`src/bss_pkg.sv`:
```
// Package for the buck soft-start and fault sequencer
package bss_pkg;

  // Clock and timing
  localparam int unsigned CLK_MHZ          = 100;
  localparam int unsigned BOOT_CHARGE_NS   = 200;
  localparam int unsigned BOOT_CHARGE_CYC  = (BOOT_CHARGE_NS * CLK_MHZ) / 1000;
  localparam int unsigned BLANK_NS         = 120;
  localparam int unsigned BLANK_CYC        = (BLANK_NS * CLK_MHZ) / 1000;
  localparam int unsigned FILTER_NS        = 120;
  localparam int unsigned FILTER_CYC       = (FILTER_NS * CLK_MHZ + 999) / 1000;
  localparam int unsigned GOOD_DELAY_US    = 5000;
  localparam int unsigned GOOD_DELAY_CYC   = GOOD_DELAY_US * CLK_MHZ;
  localparam int unsigned HICCUP_CYCLES    = 3;
  localparam int unsigned SINK_HOLD_CYCLES = 3;
  localparam int unsigned REFRESH_CYCLES   = 32;
  localparam int unsigned CNT_W            = 24;

  // Synchronised comparator inputs
  typedef struct packed {
    logic supplies_ok;
    logic enable_ok;
    logic comp_above_ramp;
    logic ss_settled;
    logic ss_low;
    logic ss_high;
    logic over_v;
    logic under_v;
    logic ls_source_oc;
    logic ls_sink_oc;
    logic hs_source_oc;
  } bss_cmp_s;

  // Sequencer states
  typedef enum logic [5:0] {
    ST_IDLE   = 6'h01,
    ST_CHARGE = 6'h02,
    ST_BOOT   = 6'h04,
    ST_RAMP   = 6'h08,
    ST_RUN    = 6'h10,
    ST_HICCUP = 6'h20
  } bss_state_e;

endpackage

```
`src/bss_sequencer.sv`:
```
// Buck soft-start, power-good and fault sequencer
//
// Behaviour
// - Start only with supplies and enable good
// - Charge to supply until comp passes ramp
// - First enable: 200ns low-side boot phase
// - After enable, target switches to margined reference
// - Done when enabled and node settled
// - Power good waits for soft-start done
// - Extra delay before power good asserts
// - Power good drops at once on voltage or sourcing fault
// - Voltage faults ignored until soft-start done
// - Overvoltage forces zero duty, overrides overcurrent
// - Undervoltage only drops power good
// - Overcurrent enabled with drivers, peak per period
// - Blank current comparators at conduction start
// - Filter comparator result before accepting fault
// - Low-side sourcing fault above inverted limit
// - Low-side sinking fault at same limit
// - High-side sourcing fault above resistor drop
// - Sourcing fault: gates off, three hiccup cycles
// - Sinking fault: low side off three cycles
// - 32 cycles without low pulse forces refresh
`timescale 1ns/1ps
module bss_sequencer #(
  parameter int unsigned GOOD_DELAY_CYC = bss_pkg::GOOD_DELAY_CYC
) (
  // Clock and reset
  input  wire logic             clk,
  input  wire logic             nrst,
  // Comparator results
  input  wire bss_pkg::bss_cmp_s cmp_in,
  // Switching clock edge and PWM demand
  input  wire logic             sw_tick,
  input  wire logic             pwm_high,
  // Driver, soft-start and status outputs
  output logic                  high_gate_drive,
  output logic                  low_gate_drive,
  output logic                  ss_charge_en,
  output logic                  ss_discharge,
  output logic                  ss_target_ref,
  output logic                  ss_done,
  output logic                  power_ok_output_n,
  output logic                  overvoltage_flag,
  output logic                  undervoltage_flag,
  output logic                  overcurrent_protect
);

  ////////////////////////////////////////////////////////////////////////////
  // Input synchronisers

  bss_pkg::bss_cmp_s cmp_m_r;
  bss_pkg::bss_cmp_s cmp_r;

  // Two-stage sync of comparator bundle
  // double flop sync
  always_ff @(posedge clk or negedge nrst) begin
    if (!nrst) begin
      cmp_m_r <= '0;
      cmp_r   <= '0;
    end else begin
      cmp_m_r <= cmp_in;
      cmp_r   <= cmp_m_r;
    end
  end

  ////////////////////////////////////////////////////////////////////////////
  // Sequencer state

  bss_pkg::bss_state_e state_r;
  logic [bss_pkg::CNT_W-1:0] boot_cnt_r;
  logic [1:0]                hiccup_cnt_r;
  logic                      ss_dir_up_r;
  logic                      src_fault;
  logic                      power_ok;
  logic                      drivers_on;

  assign power_ok   = cmp_r.supplies_ok && cmp_r.enable_ok;
  assign drivers_on = (state_r == bss_pkg::ST_RAMP) || (state_r == bss_pkg::ST_RUN) ||
                      (state_r == bss_pkg::ST_BOOT);

  // Main sequencing machine
  always_ff @(posedge clk or negedge nrst) begin
    if (!nrst) begin
      state_r <= bss_pkg::ST_IDLE;
    end else if (!power_ok) begin
      state_r <= bss_pkg::ST_IDLE;
    end else begin
      unique case (state_r)
        bss_pkg::ST_IDLE: begin
          state_r <= bss_pkg::ST_CHARGE;
        end
        bss_pkg::ST_CHARGE: begin
          if (cmp_r.comp_above_ramp) begin
            state_r <= bss_pkg::ST_BOOT;
          end
        end
        bss_pkg::ST_BOOT: begin
          if (src_fault) begin
            state_r <= bss_pkg::ST_HICCUP;
          end else if (boot_cnt_r == bss_pkg::CNT_W'(bss_pkg::BOOT_CHARGE_CYC - 1)) begin
            state_r <= bss_pkg::ST_RAMP;
          end
        end
        bss_pkg::ST_RAMP: begin
          if (src_fault) begin
            state_r <= bss_pkg::ST_HICCUP;
          end else if (cmp_r.ss_settled) begin
            state_r <= bss_pkg::ST_RUN;
          end
        end
        bss_pkg::ST_RUN: begin
          if (src_fault) begin
            state_r <= bss_pkg::ST_HICCUP;
          end
        end
        bss_pkg::ST_HICCUP: begin
          if (hiccup_cnt_r == 2'(bss_pkg::HICCUP_CYCLES) && cmp_r.ss_low && !ss_dir_up_r) begin
            state_r <= bss_pkg::ST_CHARGE;
          end
        end
        default: begin
          state_r <= bss_pkg::ST_IDLE;
        end
      endcase
    end
  end

  // Boot phase counter
  always_ff @(posedge clk or negedge nrst) begin
    if (!nrst) begin
      boot_cnt_r <= '0;
    end else if (state_r == bss_pkg::ST_BOOT) begin
      boot_cnt_r <= boot_cnt_r + 1'b1;
    end else begin
      boot_cnt_r <= '0;
    end
  end

  // Hiccup charge/discharge cycle counting
  // count node cycles
  always_ff @(posedge clk or negedge nrst) begin
    if (!nrst) begin
      ss_dir_up_r  <= 1'b0;
      hiccup_cnt_r <= '0;
    end else if (state_r != bss_pkg::ST_HICCUP) begin
      ss_dir_up_r  <= 1'b0;
      hiccup_cnt_r <= '0;
    end else if (!ss_dir_up_r && cmp_r.ss_low && hiccup_cnt_r != 2'(bss_pkg::HICCUP_CYCLES)) begin
      ss_dir_up_r <= 1'b1;
    end else if (ss_dir_up_r && cmp_r.ss_high) begin
      ss_dir_up_r  <= 1'b0;
      hiccup_cnt_r <= hiccup_cnt_r + 1'b1;
    end
  end

  ////////////////////////////////////////////////////////////////////////////
  // Overcurrent blanking and filtering

  logic hs_on_r;
  logic ls_on_r;
  logic [3:0] hs_blank_r;
  logic [3:0] ls_blank_r;
  logic [3:0] hs_filt_r;
  logic [3:0] lss_filt_r;
  logic [3:0] lsk_filt_r;
  logic hs_fault;
  logic lss_fault;
  logic lsk_fault;
  logic ov_live;
  logic uv_live;

  // Filter counter step: count while raw and window open
  function automatic logic [3:0] filt_step(input logic [3:0] cnt, input logic active);
    if (!active) begin
      filt_step = '0;
    end else if (cnt != 4'(bss_pkg::FILTER_CYC)) begin
      filt_step = cnt + 4'h1;
    end else begin
      filt_step = cnt;
    end
  endfunction

  // Blanking counters restart at each conduction start
  // blank leading edge
  always_ff @(posedge clk or negedge nrst) begin
    if (!nrst) begin
      hs_blank_r <= '0;
      ls_blank_r <= '0;
    end else begin
      hs_blank_r <= !hs_on_r ? 4'h0 :
                    (hs_blank_r != 4'(bss_pkg::BLANK_CYC)) ? hs_blank_r + 4'h1 : hs_blank_r;
      ls_blank_r <= !ls_on_r ? 4'h0 :
                    (ls_blank_r != 4'(bss_pkg::BLANK_CYC)) ? ls_blank_r + 4'h1 : ls_blank_r;
    end
  end

  // Noise filters on each fault path, only with drivers on
  // filter comparator result
  always_ff @(posedge clk or negedge nrst) begin
    if (!nrst) begin
      hs_filt_r  <= '0;
      lss_filt_r <= '0;
      lsk_filt_r <= '0;
    end else begin
      hs_filt_r  <= filt_step(hs_filt_r, drivers_on && hs_on_r &&
                              hs_blank_r == 4'(bss_pkg::BLANK_CYC) && cmp_r.hs_source_oc);
      lss_filt_r <= filt_step(lss_filt_r, drivers_on && ls_on_r &&
                              ls_blank_r == 4'(bss_pkg::BLANK_CYC) && cmp_r.ls_source_oc);
      lsk_filt_r <= filt_step(lsk_filt_r, drivers_on && ls_on_r &&
                              ls_blank_r == 4'(bss_pkg::BLANK_CYC) && cmp_r.ls_sink_oc);
    end
  end

  assign hs_fault  = hs_filt_r == 4'(bss_pkg::FILTER_CYC);
  assign lss_fault = lss_filt_r == 4'(bss_pkg::FILTER_CYC);
  assign lsk_fault = lsk_filt_r == 4'(bss_pkg::FILTER_CYC);
  assign src_fault = (hs_fault || lss_fault) && !ov_live;

  ////////////////////////////////////////////////////////////////////////////
  // Voltage faults and sinking hold

  logic [1:0] sink_cnt_r;
  logic sink_hold_r;

  assign ov_live = (state_r == bss_pkg::ST_RUN) && cmp_r.over_v;
  assign uv_live = (state_r == bss_pkg::ST_RUN) && cmp_r.under_v;

  // Sinking fault hold over three switching clocks
  // non-synchronous hold
  always_ff @(posedge clk or negedge nrst) begin
    if (!nrst) begin
      sink_hold_r <= 1'b0;
      sink_cnt_r  <= '0;
    end else if (!drivers_on || ov_live) begin
      sink_hold_r <= 1'b0;
      sink_cnt_r  <= '0;
    end else if (lsk_fault && !sink_hold_r) begin
      sink_hold_r <= 1'b1;
      sink_cnt_r  <= '0;
    end else if (sink_hold_r && sw_tick) begin
      if (sink_cnt_r == 2'(bss_pkg::SINK_HOLD_CYCLES - 1)) begin
        sink_hold_r <= 1'b0;
      end
      sink_cnt_r <= sink_cnt_r + 1'b1;
    end
  end

  ////////////////////////////////////////////////////////////////////////////
  // Bootstrap refresh

  logic [5:0] nolow_cnt_r;
  logic       refresh_r;

  // Count switching clocks without a low pulse
  // force low-side refresh
  always_ff @(posedge clk or negedge nrst) begin
    if (!nrst) begin
      nolow_cnt_r <= '0;
      refresh_r   <= 1'b0;
    end else if (ls_on_r || !drivers_on) begin
      nolow_cnt_r <= '0;
      refresh_r   <= 1'b0;
    end else if (sw_tick) begin
      if (nolow_cnt_r == 6'(bss_pkg::REFRESH_CYCLES - 1)) begin
        refresh_r   <= 1'b1;
        nolow_cnt_r <= '0;
      end else begin
        nolow_cnt_r <= nolow_cnt_r + 1'b1;
      end
    end
  end

  ////////////////////////////////////////////////////////////////////////////
  // Gate drives

  // Gate selection with fault priorities
  always_ff @(posedge clk or negedge nrst) begin
    if (!nrst) begin
      hs_on_r <= 1'b0;
      ls_on_r <= 1'b0;
    end else if (!drivers_on || src_fault) begin
      hs_on_r <= 1'b0;
      ls_on_r <= 1'b0;
    end else if (ov_live) begin
      hs_on_r <= 1'b0;
      ls_on_r <= 1'b1;
    end else if (state_r == bss_pkg::ST_BOOT || refresh_r) begin
      // low side before any high pulse
      hs_on_r <= 1'b0;
      ls_on_r <= 1'b1;
    end else begin
      hs_on_r <= pwm_high;
      ls_on_r <= !pwm_high && !sink_hold_r;
    end
  end

  assign high_gate_drive = hs_on_r;
  assign low_gate_drive  = ls_on_r;

  ////////////////////////////////////////////////////////////////////////////
  // Soft-start node control and status

  logic good_r;
  logic [bss_pkg::CNT_W-1:0] good_cnt_r;

  // Soft-start node steering
  always_ff @(posedge clk or negedge nrst) begin
    if (!nrst) begin
      ss_charge_en  <= 1'b0;
      ss_discharge  <= 1'b0;
      ss_target_ref <= 1'b0;
      ss_done       <= 1'b0;
    end else begin
      // charge in every state but idle, in hiccup only on up ramps
      ss_charge_en  <= state_r != bss_pkg::ST_IDLE &&
                       (state_r != bss_pkg::ST_HICCUP || ss_dir_up_r);
      ss_discharge  <= state_r == bss_pkg::ST_IDLE ||
                       (state_r == bss_pkg::ST_HICCUP && !ss_dir_up_r);
      ss_target_ref <= drivers_on;
      ss_done       <= state_r == bss_pkg::ST_RUN;
    end
  end

  // Power good delay and immediate drop
  // gated by done
  always_ff @(posedge clk or negedge nrst) begin
    if (!nrst) begin
      good_cnt_r <= '0;
      good_r     <= 1'b0;
    end else if (state_r != bss_pkg::ST_RUN || ov_live || uv_live || src_fault) begin
      good_cnt_r <= '0;
      good_r     <= 1'b0;
    end else if (good_cnt_r == bss_pkg::CNT_W'(GOOD_DELAY_CYC - 1)) begin
      good_r <= 1'b1;
    end else begin
      good_cnt_r <= good_cnt_r + 1'b1;
    end
  end

  // Status flags
  always_ff @(posedge clk or negedge nrst) begin
    if (!nrst) begin
      overvoltage_flag    <= 1'b0;
      undervoltage_flag   <= 1'b0;
      overcurrent_protect <= 1'b0;
    end else begin
      overvoltage_flag    <= ov_live;
      undervoltage_flag   <= uv_live;
      overcurrent_protect <= src_fault || state_r == bss_pkg::ST_HICCUP || sink_hold_r;
    end
  end

  // Open-drain low when not good
  assign power_ok_output_n = good_r;
endmodule

```
`config.mk`:
```
export PLATFORM = sky130hd
export DESIGN_NAME = bss_sequencer
export DESIGN_NICKNAME = d
export VERILOG_FILES = /design/src/bss_pkg.sv /design/src/bss_sequencer.sv
export SDC_FILE = /design/constraint.sdc
export NUM_CORES = 1
export LEC_CHECK = 0
export BUFFER_PORTS_ARGS = -buffer_cell sky130_fd_sc_hd__buf_2
export CORE_MARGIN = 5
export CORE_UTILIZATION = 46
export DETAILED_ROUTE_END_ITERATION = 10
export PLACE_DENSITY_LB_ADDON = 0.12
export RECOVER_POWER = 50
export SLEW_MARGIN = 0
export SYNTH_ARGS = -nofsm -noshare
export SYNTH_HDL_FRONTEND = slang
export SYNTH_SLANG_ARGS = --single-unit
```
`constraint.sdc`:
```
create_clock -name clk -period 2.55 [get_ports clk]
set_input_delay 0.255 -clock clk [delete_from_list [all_inputs] [get_ports clk]]
set_output_delay 0.255 -clock clk [all_outputs]
set_load 0.05 [all_outputs]
```
After elaboration in Yosys (flattened, before gate mapping):

Cells that the tools add are included.

* register bits after elaboration: 119
* latch bits: 0
* bits in writable memories: 0
* ROM bits: 0
* input bits: 15
* output and inout bits: 10
* word-level logic and storage cells: 193
* memories kept: 0

* add/sub/neg operators: 10
* $mul: 0
* divide/modulo/power cells: 0
* order comparisons: 0
* eq/ne operators: 37
* shifts and indexed selects: 0
* multiplexer cells: 49
* bitwise operators: 0
* reductions and logical operators: 51

Operators with widths (count)
* 24-bit 2-to-1 mux: 3
* 6-bit 2-to-1 mux: 11
* 24-bit by 1-bit adder with 24-bit output (second input constant): 2
* 4-bit 2-to-1 mux: 10
* 6-bit case mux with 6 select lines: 1
* 4-bit inequality test (second input constant): 7
* 24-bit by 19-bit equality test with 1-bit output (second input constant): 1
* 24-bit by 5-bit equality test with 1-bit output (second input constant): 1
* 1-bit logical AND: 21
* 4-bit by 1-bit adder with 4-bit output (second input constant): 5
* 4-bit equality test (second input constant): 5
* 1-bit 2-to-1 mux: 18
* 1-bit logical OR: 14
* 6-bit by 5-bit equality test with 1-bit output (second input constant): 2
* 2-bit 2-to-1 mux: 6
* 2-bit by 1-bit inequality test with 1-bit output (second input constant): 6
* 3-bit inequality test (second input constant): 3
* 3-bit nonzero test: 3
* 2-bit nonzero test: 4
* 6-bit by 1-bit adder with 6-bit output (second input constant): 1
* 6-bit by 1-bit equality test with 1-bit output (second input constant): 1
* 6-bit by 2-bit equality test with 1-bit output (second input constant): 1
* 6-bit by 3-bit equality test with 1-bit output (second input constant): 1
* 6-bit by 4-bit equality test with 1-bit output (second input constant): 1
* 10 further kinds: 19

Depth between registers and ports, before layout:

* depth in word-level cells: 7
* depth in mapped cells: 8
* mapped depth without buffers: 7

Worst setup path before layout:

OpenSTA, ideal clock, no wires.

* path type: reg-to-reg
* start: reg lss_filt_r[0]
* end: reg good_cnt_r[4] in the netlist's numbering
* library setup time: 0.068 ns
* arrival time: 1.980 ns
* data required time: 2.482 ns
* setup slack: 0.502 ns
* cell stages (with the launch flop): 9
* path buffers: 1
* clock period less this slack: 2.048 ns
* path through: dfrtp_1 > inv_1 > ha_1 > nand3_1 > nand2_1 > or4_1 > clkbuf_1 > or4_1 > nand2_1

* cells in the longest elaborated chain, start to end: 5
* elaborated cells between the ends (all ways): 6
* classes of those cells: 2 x eq/ne; 1 x mux; 3 x reduce/logical

RTL lines
* from (decl): RTL line bss_sequencer.sv:165 `logic [3:0] lss_filt_r;`
* from (signal assigned): RTL line bss_sequencer.sv:208 `lss_filt_r <= filt_step(lss_filt_r, drivers_on && ls_on_r &&`
* 4-bit equality test *: RTL line bss_sequencer.sv:216 `assign lss_fault = lss_filt_r == 4'(bss_pkg::FILTER_CYC);`
* 1-bit logical OR *: RTL line bss_sequencer.sv:218 `assign src_fault = (hs_fault || lss_fault) && !ov_live;`
* 1-bit logical AND *: RTL line bss_sequencer.sv:218
* 1-bit logical OR *: RTL line bss_sequencer.sv:331 `end else if (state_r != bss_pkg::ST_RUN || ov_live || uv_live || src_fault) begin`
* 2-bit inequality test (no line) / 24-bit 2-to-1 mux (equally long branches)
* to (signal assigned): RTL line bss_sequencer.sv:337 `good_cnt_r <= good_cnt_r + 1'b1;`
* to (decl): RTL line bss_sequencer.sv:305 `logic [bss_pkg::CNT_W-1:0] good_cnt_r;`

Mark *: on every way between the ends. The rest lies on a longest branch, timed or not.
A chain may end at the register's enable or synchronous reset.

Final worst setup path:

Same ends and word-level chain as after synthesis.

==> results.toml <==
[outcome]
result_of_the_run = "finished, violations left"
failed_checks = "max-capacitance violations, max-slew violations"

[power_and_ir_drop]
power.leakage_nw = 2.85
power-per-cell-area_nw_per_um2 = 695
comb_power_share_pct = 2.3
sequentialPowerShare_pct = 42.5
internal_power_w = 0.00359
peakVddDrop_uv = 857
switchingPower_w = 0.000951
power.share.switching_pct = 21.0
clockPowerShare_pct = 55.1

[synth]
avgSynthCellArea_um2 = 10.1
synth_fa_ha_area_share_pct = 3.42
muxShareOfSynthArea_pct = 1.09
synthesis.area_um2 = 5490
yosysWarnings = 0
synth.ff_latch_count = 119
synth_top_area_cell = "sky130_fd_sc_hd__dfrtp_1"
ys_types = 47
seq_area_frac_synth_pct = 54.3
synth_xor_area_share_pct = 7.82
synth_edf_count = 0
postSynth.topFlopCell = "sky130_fd_sc_hd__dfrtp_1"
synth_compound_area_share_pct = 6.84
synth_top_family_by_area = "simple AND/OR/NAND/NOR gates"
synthesis.nets = 573
netlist.area_leader.share_pct = 53.8
async_flop_share_pct = 100
post_synth_inst_count = 543
post_synth_and_or_nand_nor_area_fraction_pct = 23.9
synth_area_leaders = "sky130_fd_sc_hd__dfrtp_1 54%, sky130_fd_sc_hd__nor2_1 5.6%, sky130_fd_sc_hd__xor2_1 4.9%, sky130_fd_sc_hd__ha_1 3.4%, sky130_fd_sc_hd__xnor2_1 2.9%"

[worst_hold_path]
hold_path.class = "input pin to register"

[clock_tree]
h-tree-depth = 4
worst_skew_pair.late_latency_ps = 410
post_cts.repair.setup_buffers = 0
tritoncts = "built"
cts.sink_count = 119
clock_buffers_created_by_tritoncts = 17
clk_transition_reported_paths_ps = 60
post_cts_hold_buffer_count = 12
post_cts.resized_instances = 0
clk_path_buf_depth = 2
clock-root-buffer = "sky130_fd_sc_hd__clkbuf_16"

[timing]
slew_headroom_pct = -4.03
finalClockSkew_ps = 6.95
timing_worst_slew_pin_value_ps = 1560
report.final.slew_viol_count = 25
grt_setup_unrepaired = "no"
fin_crit_ps = 2110
timing.final.crit_share_pct = 82.6
report.final.hold_viol_count = 0
postLayoutSetupSlackWorst_ps = 443
setup_violations = 0
achievable-frequency_ghz = 0.475
fin_tns_setup_ps = 0

[setup_path]
timing.critical_path.arrival_ps = 2460
worst_ep_required_time_ps = 2900
cp_cell_sequence = "inv_1, ha_1, nand3_1, nand2_1, or4_1, or4_1, nand2_1"
cp_slowest_cell = "sky130_fd_sc_hd__or4_1"
setup.worst_path.end_class = "register"
worst_setup_path_start_kind = "register"
crit_fanout = 6
worst-setup-path-type = "register to register"
slowest_delay_ps = 500

[die]
std_cell_rows = 39
core_area_um2 = 11600
die-height_um = 119
die_w_um = 119
die_area_um2 = 14200
io_pins = 25
start_util_pct = 47.5

[placed_design]
post-place-ws_ps = 458
gp_congestion = 0.793
hpwlAfterDp_um = 7080
placement.io_buffers = 24

[drt]
dr_total_vias = 3955
antenna_violating_nets_post_route = 0
drt_first_iter_violations = 291
avgRoutedWirePerCell_um = 13.9
avgViaCountPerCell = 5.30
detailedRoute.firstPassIterationCount = 4
post-route-drc-count = 0
finalWirelength_um = 10400

[grt]
grt_first_pass_wirelength_um = 18100
grt_start_max_net_pins = 58
global_route.usage.total_pct = 15.9
overflow = 0
grt_antenna_before_repair = 0
first_global_vias = 3842

[finish]
final_common_cell = "sky130_fd_sc_hd__dfrtp_1"
ratio_of_cells_with_drive_above_1_in_the_final_layout_pct = 10.1
antenna_cells_inserted = 0
most-common-layout-cells = "118 x sky130_fd_sc_hd__dfrtp_1, 82 x sky130_fd_sc_hd__nor2_1, 41 x sky130_fd_sc_hd__nand2_1"
flow.area_growth_from_synthesis_pct = 18.9
finalNetCount = 620

[flow_run]
drv.max_cap_violation_count = 1
-- cell usage after synthesis (all sizes together) (9+ instances only) --
| cell type | count |
|---|---|
| a21oi | 21 |
| and3 | 15 |
| clkbuf | 11 |
| dfrtp | 118 |
| ha | 15 |
| inv | 22 |
| nand2 | 41 |
| nand3 | 29 |
| nand4 | 22 |
| nor2 | 82 |
| nor3 | 15 |
| nor4 | 9 |
| o21ai | 16 |
| xnor2 | 18 |
| xor2 | 31 |
-- state kept, by name, indices dropped and copies added (netlist names), 2 cells and up --
signal,count
boot_cnt_r,24
hiccup_cnt_r,2
lsk_filt_r,4
cmp_m_r,11
nolow_cnt_r,6
good_cnt_r,24
cmp_r,11
hs_filt_r,4
ls_blank_r,4
lss_filt_r,4
state_r,6
hs_blank_r,4
sink_cnt_r,2
-- routing by layer --
layer / GRT usage [%] / wire length (µm) / up-vias
met5: 0 / 0 / -
met4: 5.07 / 119 / 0
met3: 5.64 / 369 / 7
met2: 24.2 / 4740 / 51
met1: 21.2 / 5140 / 1898
li1: - / - / 1999
-- final timing paths --
check                                                from                         to  slack [ps]  cells after the start
worst max-delay path            lss_filt_r[0]$_DFFE_PN0P_  good_cnt_r[4]$_DFFE_PN0P_         440                      7
min in group asynchronous                            nrst  ls_blank_r[2]$_DFFE_PN0P_         770                      2
max in group asynchronous                            nrst         cmp_r[8]$_DFF_PN0_         540                      3
worst min-delay path                             pwm_high  high_gate_drive$_DFF_PN0_         120                      3
worst min register to register      cmp_m_r[10]$_DFF_PN0_        cmp_r[10]$_DFF_PN0_         340                      0
worst max register to register  lss_filt_r[0]$_DFFE_PN0P_  good_cnt_r[4]$_DFFE_PN0P_         440                      7
-- power by group through the flow --
| stage | combinational (W) | sequential (W) | clock [W] |
|---|---|---|---|
| after detailed placement | 0.0000970 | 0.00196 | 0 |
| after global placement | 0.0000970 | 0.00196 | 0 |
| after global routing | 0.000122 | 0.00193 | 0.00266 |
| final | 0.000106 | 0.00193 | 0.00250 |
| after floorplan | 0.0000218 | 0.00197 | 0 |
| after CTS | 0.000112 | 0.00193 | 0.00256 |
-- final cells by class --
class                   instances  area, µm²
fillers                       981       5040
repair buffers                 42        292
well taps                     143        179
clock inverters                15        204
clock buffers                  17        425
inverters                      22       82.6
flip-flops and latches        119       2980
multi-input cells             388       2370
-- critical path, delay by kind of cell, from the launching register on --
kind,cells,cell delay (ps)
fa+ha+maj,1,240
buf+inv,1,90
flops,1,390
simple gates,5,1330
-- cells by family after synthesis --
logic type               count (synthesis)
AND/OR/NAND/NOR                        256
flip-flops                             119
AO/OA/AOI/OAI                           62
XOR/XNOR                                49
buffers and inverters                   36
adder cells (fa/ha/maj)                 15
multiplexers                             6
-- metrics by stage --
step                      power (W)  instances  hold WS [ps]  util [%]  area (µm²)
after floorplan             0.00199        543         -40.6         -        5490
after global placement      0.00206        702           197      50.0        5790
after detailed placement    0.00206        702           194      50.0        5790
after CTS                   0.00460        746          92.1      56.5        6540
after global routing        0.00471        746          99.7      56.4        6530
final                       0.00454        746           117      56.4        6530
(Power assumes the default switching activity.)
